===== config.mk =====
export PLATFORM = sky130hd
export DESIGN_NAME = trace_unit_control_status
export DESIGN_NICKNAME = d
export VERILOG_FILES = /design/src/hw/trace_ctl_pkg.sv /design/src/hw/trace_unit_control_status.sv
export SDC_FILE = /design/constraint.sdc
export NUM_CORES = 1
export LEC_CHECK = 0
export ABC_AREA = 1
export BUFFER_PORTS_ARGS = -buffer_cell sky130_fd_sc_hd__buf_2
export CORE_AREA = 5 5 62 78
export CTS_CLUSTER_SIZE = 14
export DETAILED_ROUTE_END_ITERATION = 6
export DIE_AREA = 0 0 67 83
export PLACE_DENSITY = 0.71
export RECOVER_POWER = 50
export SKIP_CTS_REPAIR_TIMING = 1
export SLEW_MARGIN = 20
export SYNTH_ARGS = -nofsm -noshare
export SYNTH_HDL_FRONTEND = slang
export SYNTH_SLANG_ARGS = --single-unit

===== constraint.sdc =====
create_clock -name clk -period 1.4 [get_ports clk]
set_input_delay 0.21 -clock clk [delete_from_list [all_inputs] [get_ports clk]]
set_output_delay 0.21 -clock clk [all_outputs]
set_load 0.01 [all_outputs]

===== src/hw/trace_ctl_pkg.sv =====
package trace_ctl_pkg;

	localparam int unsigned ADDR_W = 12;
	localparam int unsigned DATA_W = 32;
	localparam int unsigned SEL_W  = 3;

	// Register byte offsets
	localparam logic [11:0] OFS_PROGRAMMING_CONTROL   = 12'h004;
	localparam logic [11:0] OFS_CORE_SELECT_CONTROL   = 12'h008;
	localparam logic [11:0] OFS_UNIT_STATUS           = 12'h00C;
	localparam logic [11:0] OFS_INTEGRATION_MODE_CTRL = 12'hF00;
	localparam logic [11:0] OFS_CLAIM_TAG_SET         = 12'hFA0;
	localparam logic [11:0] OFS_CLAIM_TAG_CLEAR       = 12'hFA4;
	localparam logic [11:0] OFS_DEVICE_AFFINITY       = 12'hFA8;
	localparam logic [11:0] OFS_SOFTWARE_LOCK_ACCESS  = 12'hFB0;
	localparam logic [11:0] OFS_SOFTWARE_LOCK_STATUS  = 12'hFB4;
	localparam logic [11:0] OFS_AUTHENTICATION_STATUS = 12'hFB8;
	localparam logic [11:0] OFS_DEVICE_ARCHITECTURE   = 12'hFBC;
	localparam logic [11:0] OFS_DEVICE_CONFIG_ID      = 12'hFC8;
	localparam logic [11:0] OFS_DEVICE_TYPE           = 12'hFCC;
	localparam logic [11:0] OFS_PERIPHERAL_ID_FIRST   = 12'hFD0;
	localparam logic [11:0] OFS_COMPONENT_ID_LAST     = 12'hFFC;

	// Field positions
	localparam int unsigned PRG_EN_BIT      = 0;
	localparam int unsigned STAT_IDLE_BIT   = 0;
	localparam int unsigned STAT_STABLE_BIT = 1;
	localparam int unsigned SEL_LSB         = 0;

	// Reset values
	localparam logic [31:0] RST_PROGRAMMING_CONTROL = 32'h0000_0000;
	localparam logic [31:0] RST_CORE_SELECT_CONTROL = 32'h0000_0000;

	typedef struct packed {
		logic              sel;
		logic              enable;
		logic              write;
		logic [ADDR_W-1:0] addr;
		logic [DATA_W-1:0] wdata;
	} apb_req_s;

endpackage


===== src/hw/trace_unit_control_status.sv =====
`timescale 1ns/1ps
module trace_unit_control_status (
	input  wire logic                          clk,
	input  wire logic                          arst_n,
	input  wire trace_ctl_pkg::apb_req_s       apbReq,
	output logic [trace_ctl_pkg::DATA_W-1:0]   prdata,
	output logic                               pready,
	output logic                               pslverr,
	input  wire logic                          core_activity_in,
	input  wire logic                          traceDrained,
	output logic                               trace_interface_enable_out,
	output logic [trace_ctl_pkg::SEL_W-1:0]    core_trace_select,
	output logic                               traceClockEnable
);

	typedef enum logic [3:0] {
		BUS_IDLE   = 4'h1,
		BUS_SETUP  = 4'h2,
		BUS_ACCESS = 4'h4,
		BUS_ANSWER = 4'h8
	} busPhase_e;

	// Register state
	busPhase_e                        busPhase_ff;
	busPhase_e                        nxt_busPhase;
	logic                             progEnable_ff;
	logic                             nxt_progEnable;
	logic [trace_ctl_pkg::SEL_W-1:0]  coreSel_ff;
	logic [trace_ctl_pkg::SEL_W-1:0]  nxt_coreSel;
	logic                             activitySync1_ff;
	logic                             activitySync2_ff;

	// Decode
	logic                             accessPhase;
	logic                             wrStrobe;
	logic                             rdStrobe;
	logic                             hitProgCtl;
	logic                             hitCoreSel;
	logic                             hitStatus;
	logic                             hitFixed;
	logic                             hitIdBlock;
	logic                             addrMapped;

	// Read path
	logic                             unitIdle;
	logic                             modelStable;
	logic [trace_ctl_pkg::DATA_W-1:0] progCtlView;
	logic [trace_ctl_pkg::DATA_W-1:0] coreSelView;
	logic [trace_ctl_pkg::DATA_W-1:0] statusView;
	logic [trace_ctl_pkg::DATA_W-1:0] nxt_prdata;
	logic                             nxt_pready;
	logic                             nxt_pslverr;

	// Clock request
	logic                             busDemand;
	logic                             drainDemand;
	logic                             activeDemand;
	logic                             nxt_traceClockEnable;

	////////////////////////////////////////////////////////////////////////////
	// Bus phase

	// Access taken once, answer one cycle later
	assign accessPhase = apbReq.sel && apbReq.enable && (busPhase_ff != BUS_ANSWER);
	assign wrStrobe    = accessPhase && apbReq.write;
	assign rdStrobe    = accessPhase && !apbReq.write;

	always_comb begin
		nxt_busPhase = BUS_IDLE;
		case (busPhase_ff)
			BUS_IDLE, BUS_SETUP, BUS_ACCESS: begin
				if (accessPhase) begin
					nxt_busPhase = BUS_ANSWER;
				end else if (apbReq.sel) begin
					nxt_busPhase = BUS_SETUP;
				end
			end
			BUS_ANSWER: begin
				if (apbReq.sel && apbReq.enable) begin
					nxt_busPhase = BUS_ACCESS;
				end else if (apbReq.sel) begin
					nxt_busPhase = BUS_SETUP;
				end
			end
			default: begin
				nxt_busPhase = BUS_IDLE;
			end
		endcase
	end

	always_ff @(posedge clk or negedge arst_n) begin
		if (!arst_n) begin
			busPhase_ff <= BUS_IDLE;
		end else begin
			busPhase_ff <= nxt_busPhase;
		end
	end

	////////////////////////////////////////////////////////////////////////////
	// Address decode

	assign hitProgCtl = apbReq.addr == trace_ctl_pkg::OFS_PROGRAMMING_CONTROL;
	assign hitCoreSel = apbReq.addr == trace_ctl_pkg::OFS_CORE_SELECT_CONTROL;
	assign hitStatus  = apbReq.addr == trace_ctl_pkg::OFS_UNIT_STATUS;
	assign hitIdBlock = (apbReq.addr >= trace_ctl_pkg::OFS_PERIPHERAL_ID_FIRST)
		&& (apbReq.addr[1:0] == 2'h0);

	// Mapped but without state
	always_comb begin
		case (apbReq.addr)
			trace_ctl_pkg::OFS_INTEGRATION_MODE_CTRL,
			trace_ctl_pkg::OFS_CLAIM_TAG_SET,
			trace_ctl_pkg::OFS_CLAIM_TAG_CLEAR,
			trace_ctl_pkg::OFS_DEVICE_AFFINITY,
			trace_ctl_pkg::OFS_SOFTWARE_LOCK_ACCESS,
			trace_ctl_pkg::OFS_SOFTWARE_LOCK_STATUS,
			trace_ctl_pkg::OFS_AUTHENTICATION_STATUS,
			trace_ctl_pkg::OFS_DEVICE_ARCHITECTURE,
			trace_ctl_pkg::OFS_DEVICE_CONFIG_ID,
			trace_ctl_pkg::OFS_DEVICE_TYPE: begin
				hitFixed = 1'h1;
			end
			default: begin
				hitFixed = 1'h0;
			end
		endcase
	end

	assign addrMapped = hitProgCtl || hitCoreSel || hitStatus
		|| hitFixed || hitIdBlock;

	////////////////////////////////////////////////////////////////////////////
	// Control registers

	always_comb begin
		nxt_progEnable = progEnable_ff;
		if (wrStrobe && hitProgCtl) begin
			nxt_progEnable = apbReq.wdata[trace_ctl_pkg::PRG_EN_BIT];
		end
	end

	always_ff @(posedge clk or negedge arst_n) begin
		if (!arst_n) begin
			progEnable_ff <= trace_ctl_pkg::RST_PROGRAMMING_CONTROL[trace_ctl_pkg::PRG_EN_BIT];
		end else begin
			progEnable_ff <= nxt_progEnable;
		end
	end

	always_comb begin
		nxt_coreSel = coreSel_ff;
		if (wrStrobe && hitCoreSel && progEnable_ff) begin
			nxt_coreSel = apbReq.wdata[trace_ctl_pkg::SEL_LSB +: trace_ctl_pkg::SEL_W];
		end
	end

	always_ff @(posedge clk or negedge arst_n) begin
		if (!arst_n) begin
			coreSel_ff <= trace_ctl_pkg::RST_CORE_SELECT_CONTROL[trace_ctl_pkg::SEL_W-1:0];
		end else begin
			coreSel_ff <= nxt_coreSel;
		end
	end

	////////////////////////////////////////////////////////////////////////////
	// Core activity synchroniser

	always_ff @(posedge clk or negedge arst_n) begin
		if (!arst_n) begin
			activitySync1_ff <= 1'h0;
			activitySync2_ff <= 1'h0;
		end else begin
			activitySync1_ff <= core_activity_in;
			activitySync2_ff <= activitySync1_ff;
		end
	end

	////////////////////////////////////////////////////////////////////////////
	// Status and read data

	assign unitIdle    = !progEnable_ff && traceDrained;
	assign modelStable = unitIdle;

	always_comb begin
		progCtlView                            = '0;
		progCtlView[trace_ctl_pkg::PRG_EN_BIT] = progEnable_ff;
	end

	always_comb begin
		coreSelView                                                 = '0;
		coreSelView[trace_ctl_pkg::SEL_LSB +: trace_ctl_pkg::SEL_W] = coreSel_ff;
	end

	always_comb begin
		statusView                                 = '0;
		statusView[trace_ctl_pkg::STAT_IDLE_BIT]   = unitIdle;
		statusView[trace_ctl_pkg::STAT_STABLE_BIT] = modelStable;
	end

	for (genvar b = 0; b < int'(trace_ctl_pkg::DATA_W); b++) begin : g_rdBit
		assign nxt_prdata[b] = (hitProgCtl && progCtlView[b])
			|| (hitCoreSel && coreSelView[b])
			|| (hitStatus && statusView[b]);
	end

	////////////////////////////////////////////////////////////////////////////
	// Bus answer

	always_comb begin
		nxt_pready  = accessPhase;
		nxt_pslverr = accessPhase && !addrMapped;
	end

	always_ff @(posedge clk or negedge arst_n) begin
		if (!arst_n) begin
			pready <= 1'h0;
		end else begin
			pready <= nxt_pready;
		end
	end

	always_ff @(posedge clk or negedge arst_n) begin
		if (!arst_n) begin
			pslverr <= 1'h0;
		end else begin
			pslverr <= nxt_pslverr;
		end
	end

	// Read data stands one cycle
	always_ff @(posedge clk or negedge arst_n) begin
		if (!arst_n) begin
			prdata <= '0;
		end else if (rdStrobe) begin
			prdata <= nxt_prdata;
		end else begin
			prdata <= '0;
		end
	end

	////////////////////////////////////////////////////////////////////////////
	// Outputs to the trace path

	// interface enable follows the enable bit
	always_ff @(posedge clk or negedge arst_n) begin
		if (!arst_n) begin
			trace_interface_enable_out <= 1'h0;
		end else begin
			trace_interface_enable_out <= progEnable_ff;
		end
	end

	always_ff @(posedge clk or negedge arst_n) begin
		if (!arst_n) begin
			core_trace_select <= '0;
		end else begin
			core_trace_select <= coreSel_ff;
		end
	end

	// bus access (enable bit clear), core activity (enable bit set) or drain wakes clocks
	assign busDemand    = apbReq.sel;
	assign drainDemand  = !traceDrained;
	assign activeDemand = activitySync2_ff;

	always_comb begin
		if (progEnable_ff) begin
			nxt_traceClockEnable = activeDemand || drainDemand;
		end else begin
			// run only for access or drain
			nxt_traceClockEnable = busDemand || drainDemand;
		end
	end

	always_ff @(posedge clk or negedge arst_n) begin
		if (!arst_n) begin
			traceClockEnable <= 1'h0;
		end else begin
			traceClockEnable <= nxt_traceClockEnable;
		end
	end

endmodule


==> metrics.md <==
| Metric | Value |
|---|---|
| Worst setup endpoint | `progEnable_ff` |
| Hold Fails Final Rpt | `0` |
| Cts bufs inserted | `3` |
| Clock Root Buffer | `clkbuf_8` |
| Initial antenna violation count | `0` |
| # diodes | `0` |
| DRT Wirelength | `2200 microns` |
| F_max | `815 MHz` |
| Biggest area consumer among synthesized cells | `dfrtp_1` |
| Count of different cell masters after synthesis | `24` |
| Final ANT Viol Nets | `0` |
| Compound-Gate Fraction of Synth Area | `4.28%` |
| Max Fanout on Critical Path | `5` |
| Iter 0 DRT Violations | `26` |
| Die height | `83 microns` |
| Final worst slack | `0.173 ns` |
| Design Power | `1210 uW` |
| Clk pwr share | `35.2%` |
| Leakage | `0.000785 uW` |
| Area grow syn2layout | `16.0%` |
| Max cap viols | `0` |
| XOR/XNOR Fraction of Synth Area | `0%` |
| Non-filler instance count after layout | `232` |
| Final period utilization | `87.6%` |
| Sw frac | `25.3%` |
| Synth Warn # | `0` |
| Yosys reg bits | `20` |
| Placed Cells | `227` |
| Count leader, synth | `nand2_1` |
| RSZ-0062 raised after global routing | `false` |
| Netlist Area Pre-Place | `1170 sq um` |
| Share of post-route cells with drive strength above 1 | `27.8%` |
| Clock-pin slew on the worst setup and hold paths | `0.07 ns` |
| Share of the synthesized area in the top cell type | `40.7%` |
| Mapped Cells | `140` |
| Synth cell count leaders | `nand2_1 (31), buf_4 (29), dfrtp_1 (19), nor2_1 (13), inv_1 (12)` |
| Chip Width | `67 microns` |
| Sequential area share after synthesis | `42.9%` |
| RR Endpoint | `progEnable_ff` |
| Drt wl/cell | `9.46 microns` |
| H-tree depth | `1` |
| Avg Cell Area, Syn | `8.35 sq um` |
| VDD IR max | `0.293 mV` |
| Pre-CTS setup slack | `0.122 ns` |
| DR vias/cell | `3.72` |
| Core area | `4000 sq um` |
| Largest family of logic cells by synthesized area | `simple AND/OR/NAND/NOR gates` |
| Port Buf Inserts | `31` |
| Initial Util | `29.2%` |
| Switching power | `306 uW` |
| EDFF count, synth | `0` |
| P_int | `904 uW` |
| Predominant post-synthesis flop cell | `dfrtp_1` |
| Global-route usage over all layers | `8.14%` |
| First-pass GRT wire length | `3530 microns` |
| Num rows | `26` |
| Pwr/cell area | `893 nW/um^2` |
| DRC viols | `0` |
| Setup violators final | `0` |
| First-pass DRT Iterations | `4` |
| Crit. End Element | `register` |
| Largest net degree at the start of global routing | `21` |
| Via count | `862` |
| CP required | `1.55 ns` |
| CTS Buffer Depth | `2` |
| Die Area | `5560 sq um` |
| Vias in the first global route | `851` |
| Multiplexer share of the synthesized area | `0%` |
| Final Max Tran Viols | `0` |
| Logic gate share of total power | `14.5%` |
| Worst r2r src | `busPhase_ff[0]` |
| Reg2reg setup slack | `0.17 ns` |
| Final Instance Area | `1360 sq um` |
| Worst Skew | `0.00119 ns` |
| Top cells by area, synth | `dfrtp_1 (41%), buf_4 (19%), nand2_1 (10%), nor2_1 (4.2%), nand3_1 (3.9%)` |
| Clk sink count | `20` |
| Adder-cell share of the synthesized area | `0%` |
| Startpoint types | `register` |
| I/O pins | `90` |
| Reg power frac | `50.3%` |
| Layout net count | `228` |
| Placed wire-length estimate | `1850 microns` |
| Post-synth ARST share | `100%` |
| TritonCTS clock tree | `yes` |
| CP Class | `register to register` |
| GRT Residual Overflow | `0` |
| Routability Congestion | `0.747` |
| Worst endpoint data arrival time | `1.38 ns` |
| Cell area after placement | `1290 sq um` |
| Skew-Pair Late Insertion Delay | `0.25 ns` |
| Outcome | `completed` |
| Crit. Startpoint | `busPhase_ff[0]` |
| Setup TNS | `0 ns` |
| Worst R2R Path Depth | `9` |
| Simple-Gate Fraction of Synth Area | `29.3%` |
| Fin crit period | `1.23 ns` |
| HP Class | `primary input to register` |
-- area by class of cell --
type | count | area, sq um
clock buffers | 4 | 55.1
fillers | 434 | 2650
inverters | 14 | 52.6
multi-input cells | 105 | 507
flip-flops and latches | 20 | 502
well taps | 56 | 70.1
repair buffers | 33 | 169
-- cell families (layout without fill, tap and decap cells) --
logic type | Yosys count | in the layout
AND/OR/NAND/NOR | 67 | 67
buffers and inverters | 43 | 51
flip-flops | 20 | 20
AO/OA/AOI/OAI | 9 | 9
other | 1 | 29
-- how the worst min path moves through the flow --
stage          slack, ns  depth (start not counted)          endpoint             start
2_1_floorplan      -0.09                          0      activeDemand            arst_n
3_3_place_gp        0.16                          1           pslverr            arst_n
3_5_place_dp        0.18                          1           pslverr            arst_n
4_1_cts             -0.1                          1           pslverr            arst_n
5_1_grt             0.05                          1  activitySync1_ff  core_activity_in
6_report            0.06                          1  activitySync1_ff  core_activity_in
-- metal layers --
layer	track usage, %	routed length (microns)
met5	0	0
met4	2.21	14
met3	2.43	233
met2	14.8	1160
met1	8.75	791
-- power by group through the flow --
stage | logic [uW] | clock network (uW) | registers (uW)
after global routing | 199 | 471 | 610
after CTS | 173 | 433 | 609
final | 175 | 426 | 609
after global placement | 169 | 0 | 618
after floorplan | 161 | 0 | 621
after detailed placement | 172 | 0 | 620
-- sequential cells by signal, indices dropped and copies added, names as in the netlist --
| name | count |
|---|---|
| busPhase_ff | 4 |
| coreSel_ff | 3 |
| core_trace_select | 3 |
| prdata | 3 |
| activeDemand | 1 |
| activitySync1_ff | 1 |
| pready | 1 |
| progEnable_ff | 1 |
| pslverr | 1 |
| traceClockEnable | 1 |
| trace_interface_enable_out | 1 |
-- stage by stage --
step / hold slack, ns / util [%]
6_report: 0.0611 / 33.9
5_1_grt: 0.0459 / 33.9
4_1_cts: -0.0971 / 33.6
3_5_place_dp: 0.178 / 32.2
3_3_place_gp: 0.164 / 32.2
2_1_floorplan: -0.0856 / -
-- critical path, stage by stage, from the launching register on --
cell and delay (ns):
dfstp_2 0.54, nor2_2 0.05, nand3_2 0.08, nand2_2 0.07, inv_2 0.09, nand2_4 0.08
inv_1 0.07, nand2_1 0.05, nand2_1 0.06, nand2_1 0.05
-- placed cells by master, fill, tap and decap left out, types with 2 or more instances in the layout --
cell type / n
buf_2: 30
clkbuf_8: 4
conb_1: 29
dfrtp_1: 19
inv_1: 12
inv_2: 2
nand2_1: 31
nand2_2: 2
nand3_1: 8
nand3_2: 2
nor2_1: 13
nor2_2: 2
nor3_1: 3
o21ai_0: 3
o21ai_1: 3
No activity file was read; power rests on OpenSTA's default activity.
